`src/hw/cfb_pkg.sv`:
```
package cfb_pkg;
  // ********************************************************
  // register offsets, one aligned word each
  // ********************************************************
  localparam logic [5:0] OFS_IP    = 6'h00;
  localparam logic [5:0] OFS_ACC   = 6'h04;
  localparam logic [5:0] OFS_TACC  = 6'h08;
  localparam logic [5:0] OFS_IX    = 6'h0C;
  localparam logic [5:0] OFS_EP    = 6'h10;
  localparam logic [5:0] OFS_SP    = 6'h14;
  localparam logic [5:0] OFS_PS    = 6'h18;
  localparam logic [5:0] OFS_OP    = 6'h1C;
  localparam logic [5:0] OFS_GPR   = 6'h20;
  localparam logic [5:0] OFS_PROBE = 6'h24;
  localparam logic [5:0] OFS_INT   = 6'h28;
  // ********************************************************
  // field positions
  // ********************************************************
  localparam int FL_C      = 0;
  localparam int FL_V      = 1;
  localparam int FL_Z      = 2;
  localparam int FL_N      = 3;
  localparam int FL_IL     = 4;
  localparam int FL_I      = 6;
  localparam int FL_H      = 7;
  localparam int BANK_LSB  = 3;
  localparam int OP_WIDE   = 8;
  // ********************************************************
  // reset values and memory map
  // ********************************************************
  localparam logic [7:0]  FLAGS_RST = 8'h30;
  localparam logic [15:0] WORD_RST  = 16'h0000;
  localparam logic [15:0] GPR_BASE  = 16'h0100;
  localparam logic [15:0] IO_END    = 16'h0080;
  localparam logic [15:0] VEC_BASE  = 16'hFFC0;
  localparam logic [1:0]  IL_NONE   = 2'h3;

  typedef enum logic [2:0] {OP_ADD, OP_SUB, OP_AND, OP_OR, OP_XOR,
                            OP_SHL, OP_SHR, OP_NOP} cfb_op_t;
  typedef enum logic [1:0] {RG_IO, RG_DATA, RG_PROG, RG_VECT} cfb_region_t;

  typedef struct packed {
    logic [15:0] res;
    logic [7:0]  fl;
  } cfb_alu_t;

  typedef struct packed {
    logic [15:0] instruction_pointer;
    logic [15:0] main_accumulator;
    logic [15:0] second_operand_accumulator;
    logic [15:0] index_register;
    logic [15:0] auxiliary_pointer;
    logic [15:0] stack_top_pointer;
    logic [7:0]  bank_select_pointer;
    logic [7:0]  condition_flags_byte;
    logic [2:0]  gpr_sel;
    logic [15:0] probe;
    logic        ack;
    logic [31:0] rdata;
    logic [2:0]  irq_s1;
    logic [2:0]  irq_s2;
    logic        take;
  } cfb_state_t;
endpackage : cfb_pkg

```
`src/hw/cfb_core.sv`:
```
// Chosen here: the Avalon-MM interface to the registers and the register offsets.
`timescale 1ns/1ps
// Notes on behaviour
// RL1: 16-bit instruction pointer holds next fetch address
// RL2: 16-bit main accumulator; 8-bit ops use low byte
// RL3: 16-bit second operand accumulator, low byte for 8-bit
// RL4: 16-bit index register for indexed addressing
// RL5: 16-bit auxiliary pointer used as memory address
// RL6: 16-bit stack pointer marks stack location
// RL7: status word: bank pointer high, flags low
// RL8: half-carry marks carry/borrow bit 3 to 4
// RL9: interrupt enable 1 permits; reset clears it
// RL10: level field gates; only lower level accepted
// RL11: negative flag follows result MSB
// RL12: zero flag set only on zero result
// RL13: overflow flag on two's complement overflow
// RL14: carry out of bit 7; shift-out on shifts
// RL15: 8-bit registers, eight per bank, 32 banks; only NUM_BANKS (8) populated here, higher banks wrap
// RL16: bank pointer maps registers to fixed addresses
// RL17: 64K space: I/O low, data, program top
// RL18: 8-bit operations flag the low byte only
module cfb_core #(
  parameter int          NUM_BANKS = 8,
  parameter logic [15:0] PROG_BASE = 16'hF000
) (
  input  wire logic        CLK,             // 40 MHz core clock
  input  wire logic        ARST_N,          // async reset
  input  wire logic [5:0]  AVS_ADDRESS,     // byte address
  input  wire logic        AVS_READ,        // read request
  input  wire logic        AVS_WRITE,       // write request
  input  wire logic [3:0]  AVS_BYTEENABLE,  // write lanes
  input  wire logic [31:0] AVS_WRITEDATA,   // write data
  output logic      [31:0] AVS_READDATA,    // read data
  output logic             AVS_WAITREQUEST, // stall
  input  wire logic        INT_REQ,         // interrupt request pin
  input  wire logic [1:0]  INT_LEVEL,       // request level pin
  output logic             INT_TAKE,        // request accepted
  output logic      [15:0] GPR_ADDR         // selected register address
);

  // ********************************************************
  // helpers
  // ********************************************************
  function automatic logic [31:0] merge(input logic [31:0] old,
                                        input logic [31:0] wd,
                                        input logic [3:0]  be);
    logic [31:0] r;
    r = old;
    for (int i = 0; i < 4; i++)
    begin
      if (be[i])
        r[8*i +: 8] = wd[8*i +: 8];
    end
    return r;
  endfunction : merge

  // banks beyond the populated ones wrap; the architecture has 32
  function automatic logic [15:0] gpr_at(input logic [7:0] bp,
                                         input logic [2:0] sel);
    logic [4:0] bank;
    bank = bp[cfb_pkg::BANK_LSB +: 5] % 5'(NUM_BANKS);     // [RL15]
    return cfb_pkg::GPR_BASE + {8'h00, bank, sel};         // [RL16]
  endfunction : gpr_at

  function automatic cfb_pkg::cfb_region_t region(input logic [15:0] a);
    if (a < cfb_pkg::IO_END)
      return cfb_pkg::RG_IO;                               // [RL17]
    else if (a < PROG_BASE)
      return cfb_pkg::RG_DATA;
    else if (a < cfb_pkg::VEC_BASE)
      return cfb_pkg::RG_PROG;
    else
      return cfb_pkg::RG_VECT;
  endfunction : region

  function automatic cfb_pkg::cfb_alu_t alu(input cfb_pkg::cfb_op_t op,
                                            input logic        wide,
                                            input logic [15:0] a,
                                            input logic [15:0] t,
                                            input logic [7:0]  fl);
    cfb_pkg::cfb_alu_t o;
    logic [15:0] ax;
    logic [15:0] tx;
    logic [16:0] s;
    logic [4:0]  hn;
    logic        am;
    logic        tm;
    logic        rm;
    // narrow ops see zero-extended low bytes only
    ax = wide ? a : {8'h00, a[7:0]};                       // [RL2] [RL18]
    tx = wide ? t : {8'h00, t[7:0]};                       // [RL3]
    s  = {1'b0, ax};
    hn = 5'h00;
    o.fl = fl;
    case (op)
      cfb_pkg::OP_ADD:
      begin
        s  = {1'b0, ax} + {1'b0, tx};
        hn = {1'b0, a[3:0]} + {1'b0, t[3:0]};
      end
      cfb_pkg::OP_SUB:
      begin
        s  = {1'b0, ax} - {1'b0, tx};
        hn = {1'b0, a[3:0]} - {1'b0, t[3:0]};
      end
      cfb_pkg::OP_AND: s = {1'b0, ax & tx};
      cfb_pkg::OP_OR:  s = {1'b0, ax | tx};
      cfb_pkg::OP_XOR: s = {1'b0, ax ^ tx};
      cfb_pkg::OP_SHL: s = {ax, 1'b0};
      cfb_pkg::OP_SHR: s = {2'b00, ax[15:1]};
      default:         s = {1'b0, ax};
    endcase
    am = wide ? ax[15] : ax[7];
    tm = wide ? tx[15] : tx[7];
    rm = wide ? s[15] : s[7];
    o.res = wide ? s[15:0] : {a[15:8], s[7:0]};
    if (op != cfb_pkg::OP_NOP)
    begin
      o.fl[cfb_pkg::FL_N] = rm;                            // [RL11]
      o.fl[cfb_pkg::FL_Z] = wide ? (s[15:0] == 16'h0000)
                                 : (s[7:0] == 8'h00);      // [RL12] [RL18]
    end
    case (op)
      cfb_pkg::OP_ADD, cfb_pkg::OP_SUB:
      begin
        o.fl[cfb_pkg::FL_H] = hn[4];                       // [RL8]
        o.fl[cfb_pkg::FL_C] = wide ? s[16] : s[8];         // [RL14]
        o.fl[cfb_pkg::FL_V] = (op == cfb_pkg::OP_ADD)
                            ? (am == tm) && (rm != am)
                            : (am != tm) && (rm != am);    // [RL13]
      end
      cfb_pkg::OP_SHL:
      begin
        o.fl[cfb_pkg::FL_C] = am;                          // [RL14]
        o.fl[cfb_pkg::FL_V] = 1'b0;
      end
      cfb_pkg::OP_SHR:
      begin
        o.fl[cfb_pkg::FL_C] = ax[0];                       // [RL14]
        o.fl[cfb_pkg::FL_V] = 1'b0;
      end
      cfb_pkg::OP_AND, cfb_pkg::OP_OR, cfb_pkg::OP_XOR:
        o.fl[cfb_pkg::FL_V] = 1'b0;
      default: o.fl = fl;
    endcase
    return o;
  endfunction : alu

  // ********************************************************
  // state
  // ********************************************************
  cfb_pkg::cfb_state_t s_q;
  cfb_pkg::cfb_state_t s_d;
  cfb_pkg::cfb_alu_t   alu_o;
  logic                req;
  logic                wr_ok;
  logic [31:0]         rd_mux;
  logic [1:0]          il_q;

  assign req   = AVS_READ | AVS_WRITE;
  // one wait cycle: read data are ready and a write lands on the ack edge
  assign wr_ok = AVS_WRITE & s_q.ack;
  assign il_q  = s_q.condition_flags_byte[cfb_pkg::FL_IL +: 2];
  assign alu_o = alu(cfb_pkg::cfb_op_t'(AVS_WRITEDATA[2:0]),
                     AVS_WRITEDATA[cfb_pkg::OP_WIDE],
                     s_q.main_accumulator,
                     s_q.second_operand_accumulator,
                     s_q.condition_flags_byte);

  always_comb
  begin
    case (AVS_ADDRESS)
      cfb_pkg::OFS_IP:    rd_mux = {16'h0000, s_q.instruction_pointer};
      cfb_pkg::OFS_ACC:   rd_mux = {16'h0000, s_q.main_accumulator};
      cfb_pkg::OFS_TACC:  rd_mux = {16'h0000, s_q.second_operand_accumulator};
      cfb_pkg::OFS_IX:    rd_mux = {16'h0000, s_q.index_register};
      cfb_pkg::OFS_EP:    rd_mux = {16'h0000, s_q.auxiliary_pointer};
      cfb_pkg::OFS_SP:    rd_mux = {16'h0000, s_q.stack_top_pointer};
      cfb_pkg::OFS_PS:    rd_mux = {16'h0000, s_q.bank_select_pointer,
                                    s_q.condition_flags_byte};  // [RL7]
      cfb_pkg::OFS_GPR:   rd_mux = {13'h0000, s_q.gpr_sel,
                                    gpr_at(s_q.bank_select_pointer,
                                           s_q.gpr_sel)};
      cfb_pkg::OFS_PROBE: rd_mux = {14'h0000, region(s_q.probe), s_q.probe};
      cfb_pkg::OFS_INT:   rd_mux = {31'h00000000, s_q.take};
      default:            rd_mux = 32'h00000000;
    endcase
  end

  always_comb
  begin
    logic [31:0] m;
    m = 32'h00000000;
    s_d = s_q;
    s_d.ack = req & ~s_q.ack;
    if (req & ~s_q.ack)
      s_d.rdata = rd_mux;
    // level pins cross in on two flops before anything reads them
    s_d.irq_s1 = {INT_REQ, INT_LEVEL};
    s_d.irq_s2 = s_q.irq_s1;
    s_d.take = s_q.irq_s2[2]
             & s_q.condition_flags_byte[cfb_pkg::FL_I]     // [RL9]
             & (il_q != cfb_pkg::IL_NONE)
             & (s_q.irq_s2[1:0] < il_q);                   // [RL10]
    if (wr_ok)
    begin
      case (AVS_ADDRESS)
        cfb_pkg::OFS_IP:
        begin
          m = merge({16'h0000, s_q.instruction_pointer}, AVS_WRITEDATA,
                    AVS_BYTEENABLE);
          s_d.instruction_pointer = m[15:0];               // [RL1]
        end
        cfb_pkg::OFS_ACC:
        begin
          m = merge({16'h0000, s_q.main_accumulator}, AVS_WRITEDATA,
                    AVS_BYTEENABLE);
          s_d.main_accumulator = m[15:0];                  // [RL2]
        end
        cfb_pkg::OFS_TACC:
        begin
          m = merge({16'h0000, s_q.second_operand_accumulator},
                    AVS_WRITEDATA, AVS_BYTEENABLE);
          s_d.second_operand_accumulator = m[15:0];        // [RL3]
        end
        cfb_pkg::OFS_IX:
        begin
          m = merge({16'h0000, s_q.index_register}, AVS_WRITEDATA,
                    AVS_BYTEENABLE);
          s_d.index_register = m[15:0];                    // [RL4]
        end
        cfb_pkg::OFS_EP:
        begin
          m = merge({16'h0000, s_q.auxiliary_pointer}, AVS_WRITEDATA,
                    AVS_BYTEENABLE);
          s_d.auxiliary_pointer = m[15:0];                 // [RL5]
        end
        cfb_pkg::OFS_SP:
        begin
          m = merge({16'h0000, s_q.stack_top_pointer}, AVS_WRITEDATA,
                    AVS_BYTEENABLE);
          s_d.stack_top_pointer = m[15:0];                 // [RL6]
        end
        cfb_pkg::OFS_PS:
        begin
          m = merge({16'h0000, s_q.bank_select_pointer,
                     s_q.condition_flags_byte}, AVS_WRITEDATA,
                    AVS_BYTEENABLE);
          s_d.bank_select_pointer  = m[15:8];              // [RL7]
          s_d.condition_flags_byte = m[7:0];
        end
        cfb_pkg::OFS_OP:
        begin
          // an operation needs the low byte lane; others are ignored
          if (AVS_BYTEENABLE[0])
          begin
            s_d.main_accumulator     = alu_o.res;          // [RL2]
            s_d.condition_flags_byte = alu_o.fl;
          end
        end
        cfb_pkg::OFS_GPR:
          if (AVS_BYTEENABLE[0])
            s_d.gpr_sel = AVS_WRITEDATA[2:0];
        cfb_pkg::OFS_PROBE:
        begin
          m = merge({16'h0000, s_q.probe}, AVS_WRITEDATA, AVS_BYTEENABLE);
          s_d.probe = m[15:0];
        end
        default: m = 32'h00000000;
      endcase
    end
  end

  always_ff @(posedge CLK or negedge ARST_N)
  begin
    if (!ARST_N)
    begin
      s_q <= '0;
      s_q.condition_flags_byte <= cfb_pkg::FLAGS_RST;      // [RL9]
      s_q.instruction_pointer  <= cfb_pkg::WORD_RST;
    end
    else
      s_q <= s_d;
  end

  assign AVS_WAITREQUEST = req & ~s_q.ack;
  assign AVS_READDATA    = s_q.rdata;
  assign INT_TAKE        = s_q.take;
  assign GPR_ADDR        = gpr_at(s_q.bank_select_pointer, s_q.gpr_sel);
endmodule : cfb_core

```
`config.mk`:
```
export PLATFORM = sky130hd
export DESIGN_NAME = cfb_core
export DESIGN_NICKNAME = d
export VERILOG_FILES = /design/src/hw/cfb_pkg.sv /design/src/hw/cfb_core.sv
export SDC_FILE = /design/constraint.sdc
export NUM_CORES = 1
export LEC_CHECK = 0
export ABC_AREA = 0
export BUFFER_PORTS_ARGS = -buffer_cell sky130_fd_sc_hd__buf_2
export CAP_MARGIN = 5
export CORE_ASPECT_RATIO = 1.2
export CORE_UTILIZATION = 30
export DETAILED_ROUTE_END_ITERATION = 10
export GPL_TIMING_DRIVEN = 1
export SYNTH_ARGS = -nofsm -noshare
export SYNTH_HDL_FRONTEND = slang
export SYNTH_SLANG_ARGS = --single-unit
```
`constraint.sdc`:
```
create_clock -name CLK -period 3.7 [get_ports CLK]
set_input_delay 0.74 -clock CLK [delete_from_list [all_inputs] [get_ports CLK]]
set_output_delay 0.74 -clock CLK [all_outputs]
set_load 0.05 [all_outputs]
```
# After elaboration in Yosys (flattened, before gate mapping)
# Index checks and enable logic that the tools add are counted.
dict set report classes {
  add_sub_neg 5
  magnitude_cmp 4
  eq_ne 31
  mux 26
  bitwise 11
  reduce_logical 32
}
# op count
set ops {}
lappend ops {{$pmux W19 S10} 1}
lappend ops {{$pmux W17 S7} 1}
lappend ops {{$mux W16} 4}
lappend ops {{$reduce_and A3 Y1} 14}
lappend ops {{$lt A16 B16 Y1 const B} 2}
lappend ops {{$pmux W16 S2} 1}
lappend ops {{$eq A6 B5 Y1 const B} 4}
lappend ops {{$mux W8} 3}
lappend ops {{$reduce_and A5 Y1} 4}
lappend ops {{$eq A6 B6 Y1 const B} 3}
lappend ops {{$add A16 B16 Y17} 1}
lappend ops {{$sub A16 B16 Y17} 1}
lappend ops {{$and A16 B16 Y16} 1}
lappend ops {{$logic_not A16 Y1} 1}
lappend ops {{$lt A16 B8 Y1 const B} 1}
lappend ops {{$ne A2 B2 Y1 const B} 8}
lappend ops {{$or A16 B16 Y16} 1}
lappend ops {{$pmux W8 S2} 1}
lappend ops {{$xor A16 B16 Y16} 1}
lappend ops {{$eq A6 B4 Y1 const B} 2}
lappend ops {{$add A9 B6 Y10 const A} 1}
lappend ops {{$pmux W5 S2} 1}
lappend ops {{$eq A3 B3 Y1 const B} 3}
lappend ops {{$logic_not A8 Y1} 1}
lappend ops {{other kinds (28)} 48}
dict set report totals {
  reg_bits 171
  inputBits 49
  word_cells 135
}

# Logic depth before layout (Yosys ltp)
# Gate-level depths: netlist of the first run.
dict set report logic_depth {
  ltp_word 10
  depth_mapped 17
  ltp_nobuf 15
}

# Least setup slack after synthesis of the first run
# Ideal clock, no wire load.
dict set report synth_timing {
  path_kind {input to register}
  from {in AVS_WRITEDATA[2]}
  to {reg s_q[61] (netlist name)}
  setup_ns 0.065
  arrival_ns 3.890
  slack_ns -0.255
  path_stages 15
  n_path_buf 2
  path_cell_list {clkbuf_2 > clkinv_1 > nand2_1 > nor2_1 > clkbuf_1 > nor2_1 > xnor2_1 > ha_1 > a21o_2 > o311a_1 > or3_2 > a31oi_1 > nand4_1 > a2111oi_2 > o21a_1}
}
dict set report synth_between {
  elab_chain_cells 8
  elab_cells_between_ends 21
}
# element line
set synth_lines {}
lappend synth_lines {{start: declaration} cfb_core.sv:32} ;# input wire logic [31:0] AVS_WRITEDATA,
lappend synth_lines {{$eq A3 B3 Y1, or another cell as far along} {cfb_core.sv:95, cfb_core.sv:123}}
lappend synth_lines {{$pmux W17 S7} cfb_core.sv:95} ;# case (op)
lappend synth_lines {{$logic_not A16 Y1 / $logic_not A8 Y1 (equally long branches)} {cfb_core.sv:120, cfb_core.sv:121}}
lappend synth_lines {{$mux W1} cfb_core.sv:120} ;# o.fl[cfb_pkg::FL_Z] = wide ? (s[15:0] == 16'h0000)
lappend synth_lines {{$mux W2} cfb_core.sv:117} ;# if (op != cfb_pkg::OP_NOP)
lappend synth_lines {{$mux W2} cfb_core.sv:123} ;# case (op)
lappend synth_lines {{$mux W8} cfb_core.sv:255} ;# if (AVS_BYTEENABLE[0])
lappend synth_lines {{$pmux W8 S2} cfb_core.sv:207} ;# case (AVS_ADDRESS)
lappend synth_lines {{end: declaration} cfb_core.sv:152} ;# cfb_pkg::cfb_state_t s_q;
# Several ways; a longest one is shown, not always the timed one. The select of a mux whose other input is x is not followed.
# A chain may end at the register's enable or synchronous reset.

# Worst setup path after layout of the first run
dict set report layout_timing {
  from {reg s_q[125] (netlist name)}
  to {reg s_q[60] (netlist name)}
}
dict set report layout_between {
  elab_chain_cells 10
  elab_cells_between_ends 12
}
# element line
set layout_lines {}
lappend layout_lines {{$mux W16 *} cfb_core.sv:91} ;# tx = wide ? t : {8'h00, t[7:0]};
lappend layout_lines {{$sub A16 B16 Y17 / $add A16 B16 Y17 (equally long branches)} {cfb_core.sv:103, cfb_core.sv:98}}
lappend layout_lines {{$pmux W17 S7 *} cfb_core.sv:95}
lappend layout_lines {{$mux W1 *} cfb_core.sv:115} ;# rm = wide ? s[15] : s[7];
lappend layout_lines {{$ne A1 B1 Y1 *} {cfb_core.sv:129, cfb_core.sv:130}}
lappend layout_lines {{$logic_and A1 B1 Y1 (on tied branches)} {cfb_core.sv:130, cfb_core.sv:129}}
lappend layout_lines {{$mux W1 *} cfb_core.sv:129} ;# ? (am == tm) && (rm != am)
lappend layout_lines {{$pmux W1 S2 *} cfb_core.sv:123}
lappend layout_lines {{$mux W8 *} cfb_core.sv:255}
lappend layout_lines {{$pmux W8 S2 *} cfb_core.sv:207}
# Every way passes the cells marked *; elsewhere a longest branch is shown, timed or not. The select of a mux whose other input is x is not followed.

==> metrics.txt, run 1 <==
clock buffer count from CTS 17; Period minus WS final 3.567 ns; highest metal layer with signal wires met4; Final Net Count 1,292; drt initial violations 732; clk_lat worst skew 0.43 ns; Largest stage delay, worst path 0.46 ns; Setup Skew 0.009148 ns; Worst-Margin Slew 0.8058 ns; Root Driver clkbuf_16; Ports 99; antenna-violating nets left 0; Cell Chain, Critical Path nor2_1, and4_4, and3_4, nor2_1, xnor2_1, ha_1, buf_4, and2_1, o211a_1, buf_6, o211ai_1, a21oi_2, o31ai_4, buf_6, mux2i_1, o31ai_1; sequential fraction of the synthesis area 38.17%; port buffer count 57; CP arrival 3.87 ns; final instance area 12,190 sq um; FF+latch area 3960 sq um; Primary FF master, synth dfrtp_1; Die Span Y 205.6 microns; GRT Overall Usage 18.30%; Clk pwr share 34.1%; final setup vio count 0; async set or reset register ratio after synthesis 100.0%; slowest CP cell dfrtp_2; largest net degree at the start of global routing 79; worst vdd ir 0.0003023 V; Hold Slack 0.3473 ns; area growth from synthesis to layout 17.55%; grt ovf 0; clock buffer depth 2; RSZ-0062 raised after global routing yes; Yosys cell types 76; mapped cell area 10,370 sq um; share of the clock period used by the worst path 96.41%; Detailed Routing Iterations Pass 1 4; clk slew on worst S/H paths 0.07 ns; die area 35,300 sq um; clock sink count 158; Pwr per Cell Area 436.4 nW/um^2; met2 routed WL 15.51 mm; CORE AREA 34,070 sq um; post-DR vias/cell 5.267; Cells after Synth 1,109; status finished, final reports clean; cts hold-fix bufs 0; GPL Wtd Cong 0.9119; crit path kind register to register; vias in the first global route 8,663; Post-synth EDFFs 0; CTS HTree Levels 4; CP Capture Type register; M1 WL 13.81 mm; synth warn 0; Post-Layout Cell Count 1,661; placed inst area 11,390 sq um; fill count 3,506; area of the multi-input gates 5811 sq um; CTS tree built; CP startpoint kind register; NetSw 1.715 mW; first-pass GRT wire length 49.40 mm; wire per inst 18.94 microns; DP HPWL 23.46 mm; layout cells sized above 1 26.97%; most common cell after layout, fill and taps aside dfrtp_1; Flop pwr share 36.1%; DR vias 8,749; Starting Density 30.42%; fin. max-slew vios 0; Worst Hold Class register to register; Comb power frac 29.9%; cell count after placement 1,624; FF+latch count, synth 158; Leak Pwr 5.710 nW; Syn Area/Cell 9.347 sq um; Tot Pwr 5.317 mW; width of the die 171.7 microns; DRT Wirelength 31.46 mm; Residual DRC 0; Data required, critical path 4.00 ns; most frequent cells in the layout dfrtp_1, nand2_1, mux2_2, buf_4, o21ai_0; Relative slew margins 46.28%; P_int 3.602 mW; Sw Share 32.26%; Crit Path Max Fanout 5; Fmax 280.3 MHz; final count of hold timing violations 0; Max Cap Viol 0; FP Rows 74; number of antenna violations at the first check in global routing 0; met3 wire length 1.163 mm; Antenna Diode Count 0
## synth_stat cells, types with 10 or more instances
cell type | instances | area, sq um
dfrtp_1 | 156 | 3904
nand2_1 | 136 | 510.5
mux2_2 | 95 | 1070
o21ai_0 | 92 | 460.4
a21oi_1 | 63 | 315.3
buf_4 | 52 | 390.4
ha_1 | 49 | 613.1
nor2_1 | 49 | 183.9
inv_1 | 48 | 180.2
clkbuf_1 | 40 | 150.1
a22oi_1 | 31 | 232.7
mux2i_1 | 30 | 300.3
xnor2_1 | 18 | 157.7
a221oi_1 | 17 | 148.9
nand3_1 | 16 | 80.08
nor3_1 | 16 | 80.08
a31oi_1 | 13 | 81.33
and3_1 | 13 | 81.33
buf_2 | 13 | 65.06
nor2b_1 | 12 | 75.07
and2_1 | 10 | 62.56
nand2b_1 | 10 | 62.56
## path summary, 6_finish.rpt
check,start,end,slack [ns],depth (start not counted)
max,s_q[125],s_q[60],0.13,16
min,s_d[1],s_q[1],0.35,0
max reg2reg,s_q[125],s_q[60],0.13,16
min reg2reg,s_d[1],s_q[1],0.35,0
max in group asynchronous,ARST_N,s_q[127],2.35,2
min in group asynchronous,ARST_N,s_q[72],0.36,1
## metrics by stage
step / setup WS [ns] / utilization (%) / setup TNS (ns)
2_1_floorplan: 0.01182 / - / 0
3_3_place_gp: -0.2153 / 33.43 / -0.8018
3_5_place_dp: -0.2109 / 33.43 / -0.8230
4_1_cts: 0.006222 / 35.24 / 0
5_1_grt: -0.06351 / 35.76 / -0.1489
6_report: 0.1329 / 35.76 / 0
## cell families (layout without fill, tap and decap cells)
| kind of cell | count (synthesis) | in the layout | synth area share (%) |
|---|---|---|---|
| and+or+nand+nor | 288 | 288 | 13.06 |
| AOI/OAI and AO/OA | 302 | 302 | 19.05 |
| other | 2 | 23 | 0.07245 |
| DFF | 158 | 158 | 38.17 |
| muxes | 128 | 128 | 13.87 |
| xor gates and xnor gates | 21 | 21 | 1.774 |
| buffers and inverters | 159 | 234 | 7.809 |
| adders and majority gates | 51 | 51 | 6.204 |
## power by group through the flow
| stage | registers [mW] | logic, mW | clock network (mW) |
|---|---|---|---|
| after floorplan | 1.91 | 0.976 | 0 |
| after global placement | 1.94 | 1.46 | 0 |
| after detailed placement | 1.94 | 1.47 | 0 |
| after CTS | 1.91 | 1.48 | 1.84 |
| after global routing | 1.93 | 1.74 | 1.91 |
| final | 1.92 | 1.59 | 1.81 |
## what timing repair did
action,in CTS,in global routing
gates resized for setup,1,37
setup endpoints to repair,1,7
setup buffers,0,6
pin swaps,0,20
## worst max-delay path, delay by kind of cell (launching register included)
kind            cells  cell delay, ns
simple gates        5            0.86
xor+xnor            1            0.12
mux                 1            0.19
fa+ha+maj           1            0.33
flops               1            0.46
compound gates      5            1.01
buf+inv             3            0.47
## per-layer routing
layer | global-route usage, % | vias up
met2 | 30.99 | 241
met4 | 7.175 | 0
li1 | - | 4106
met1 | 23.60 | 4352
met3 | 2.135 | 50
met5 | 0 | -
## registers in the layout, summed over array words and instances, names as in the netlist
register / cells
INT_TAKE: 1
s_d: 3
AVS_READDATA: 19
il_q: 2
s_q: 133
## area by class of cell
class,instances,share of cell area [%]
clock buffer,19,3.717
clock inverter,12,1.335
inverter,49,1.520
multi-input combinational,813,47.68
sequential,158,32.50
tap,456,4.682
timing repair buffer,154,8.564
No activity file was read; power rests on OpenSTA's default activity.
==> run 2: changes to the inputs <==
- CTS_BUF_LIST: not set -> sky130_fd_sc_hd__clkbuf_8
==> run 2 against run 1 <==
Net effect: flip-flop and latch count stayed put; hold slack worse by 0.037 ns; largest cell class unchanged; combinational power hardly changed; fmax is 0.29% lower; routed wire length is 0.18% lower.
==> metrics.txt, run 2 (same netlist as run 1, synthesis figures left out) <==
DP HPWL 23.46 mm (unchanged); grt ovf 0 (unchanged); most common cell after layout, fill and taps aside dfrtp_1; Period minus WS final 3.578 ns (+0.01045 ns); clk_lat worst skew 0.47 ns (+0.04 ns); Antenna Diode Count 0 (unchanged); wire per inst 18.90 microns (-0.24%); largest net degree at the start of global routing 79 (unchanged); die area 35,300 sq um (unchanged); Crit Path Max Fanout 5 (unchanged); Detailed Routing Iterations Pass 1 5 (+1); clock buffer count from CTS 17 (unchanged); Die Span Y 205.6 microns (unchanged); most frequent cells in the layout dfrtp_1, nand2_1, mux2_2, buf_4, o21ai_0; share of the clock period used by the worst path 96.69% (+0.28 points); Largest stage delay, worst path 0.40 ns (-0.06 ns); Residual DRC 0 (unchanged); Leak Pwr 5.626 nW (-1.5%); Starting Density 30.42% (unchanged); slowest CP cell dfrtp_1; GPL Wtd Cong 0.9119 (unchanged); fin. max-slew vios 0 (unchanged); Data required, critical path 4.05 ns (+0.05 ns); Tot Pwr 4.868 mW (-8.5%); status finished, final reports clean; DRT Wirelength 31.40 mm (-0.18%); DR vias 8,783 (+0.39%); CP Capture Type register; final count of hold timing violations 0 (unchanged); area growth from synthesis to layout 15.76%; final setup vio count 0 (unchanged); Worst Hold Class input port to asynchronous set/reset pin; number of antenna violations at the first check in global routing 0 (unchanged); Worst-Margin Slew 0.8036 ns (-0.002192 ns); clock sink count 158 (unchanged); layout cells sized above 1 27.03% (+0.061 points); CP delay by family, top compound AO/OA/AOI/OAI gates; max reg flops 133 (unchanged); Root Driver clkbuf_8; port buffer count 57 (unchanged); Post-Layout Cell Count 1,662 (+0.060%); Pwr per Cell Area 405.6 nW/um^2 (-7.0%); WP buf/inv 5 (+2); Critical R2R Launch s_q[123]; first-pass GRT wire length 49.34 mm (-0.14%); worst vdd ir 0.0002374 V (-21%); crit path kind register to register; CTS tree built; RSZ-0062 raised after global routing yes; r2r endpoint s_q[60]; post-DR vias/cell 5.285 (+0.33%); cell count after placement 1,624 (unchanged); clock buffer depth 2 (unchanged); vias in the first global route 8,595 (-0.78%); Fmax 279.5 MHz (-0.29%); CP startpoint kind register; r2r setup slk 0.12 ns (about the same); cell count of the worst reg-to-reg path 17 (+1); GRT Overall Usage 18.32% (about the same); Most flops, register s_q; Final Net Count 1,293 (+0.077%); Setup Skew 0.01611 ns (+0.006958 ns); FP Rows 74 (unchanged); antenna-violating nets left 0 (unchanged); CORE AREA 34,070 sq um (unchanged); Max Cap Viol 0 (unchanged); width of the die 171.7 microns (unchanged); CP arrival 3.93 ns (+0.06 ns); Ports 99 (unchanged); clk slew on worst S/H paths 0.10 ns (+0.03 ns); Setup TNS Final 0 ns (unchanged); drt initial violations 731 (-0.14%); Relative slew margins 46.43% (+0.15 points); Cell Chain, Critical Path inv_2, buf_4, and4_2, and3_4, nor2_1, xnor2_1, ha_1, buf_4, and2_1, o211a_1, buf_6, o211ai_1, a21oi_2, o31ai_4, buf_6, mux2i_1, o31ai_1; CTS HTree Levels 4 (unchanged)
run 2: final cells by class:
cell class / count / area, sq um
clock buffers: 19 / 261.5
clock inverters: 12 / 162.7
fillers: 3536 / 22070
inverters: 49 / 185.2
multi-input cells: 813 / 5809
flip-flops and latches: 158 / 3960
well taps: 456 / 570.5
repair buffers: 155 / 1051
run 2: power breakdown:
group / internal [mW] / switching (mW)
Clock: 0.703 / 0.660
Sequential: 1.82 / 0.0972
Combinational: 0.684 / 0.906
run 2: worst max path at each step:
stage / start / end / slack, ns / depth (start not counted)
after detailed placement: AVS_WRITEDATA[1] / s_q[61] / -0.21 / 15
after global placement: AVS_WRITEDATA[1] / s_q[60] / -0.22 / 19
after floorplan: AVS_WRITEDATA[2] / s_q[61] / 0.01 / 16
after CTS: s_q[123] / s_q[61] / 0.006 / 16
final: s_q[123] / s_q[60] / 0.12 / 17
after global routing: s_q[124] / s_q[61] / -0.07 / 18
run 2: metal layers:
metal  up-vias  track usage [%]  part of all wire [%]  wire length (microns)
met1      4351            23.67                    44                  13840
met5         -                0                     0                      0
met3        55            2.500                   3.7                   1170
met2       263            31.02                    49                  15470
met4         0            6.441                   2.9                    918
li1       4114                -                     -                      -
run 2: timing repair:
| action | 4_1_cts | 5_1_grt |
|---|---|---|
| setup endpoints to repair | 2 | 8 |
| hold buffers | 0 | 0 |
| pin swaps | 1 | 20 |
| gates resized for setup | 1 | 35 |
| hold endpoints to repair | 0 | 0 |
| buffers inserted | 0 | 7 |
run 2: through the flow:
stage                     area (sq um)  utilization [%]  hold WS (ns)  setup WS (ns)
after global routing             12000            35.22        0.3392       -0.07100
after floorplan                  10470                -        0.3312        0.01182
after detailed placement         11390            33.43        0.3379        -0.2109
after CTS                        11820            34.68        0.3260       0.005887
final                            12000            35.22        0.3099         0.1225
after global placement           11390            33.43        0.3322        -0.2153
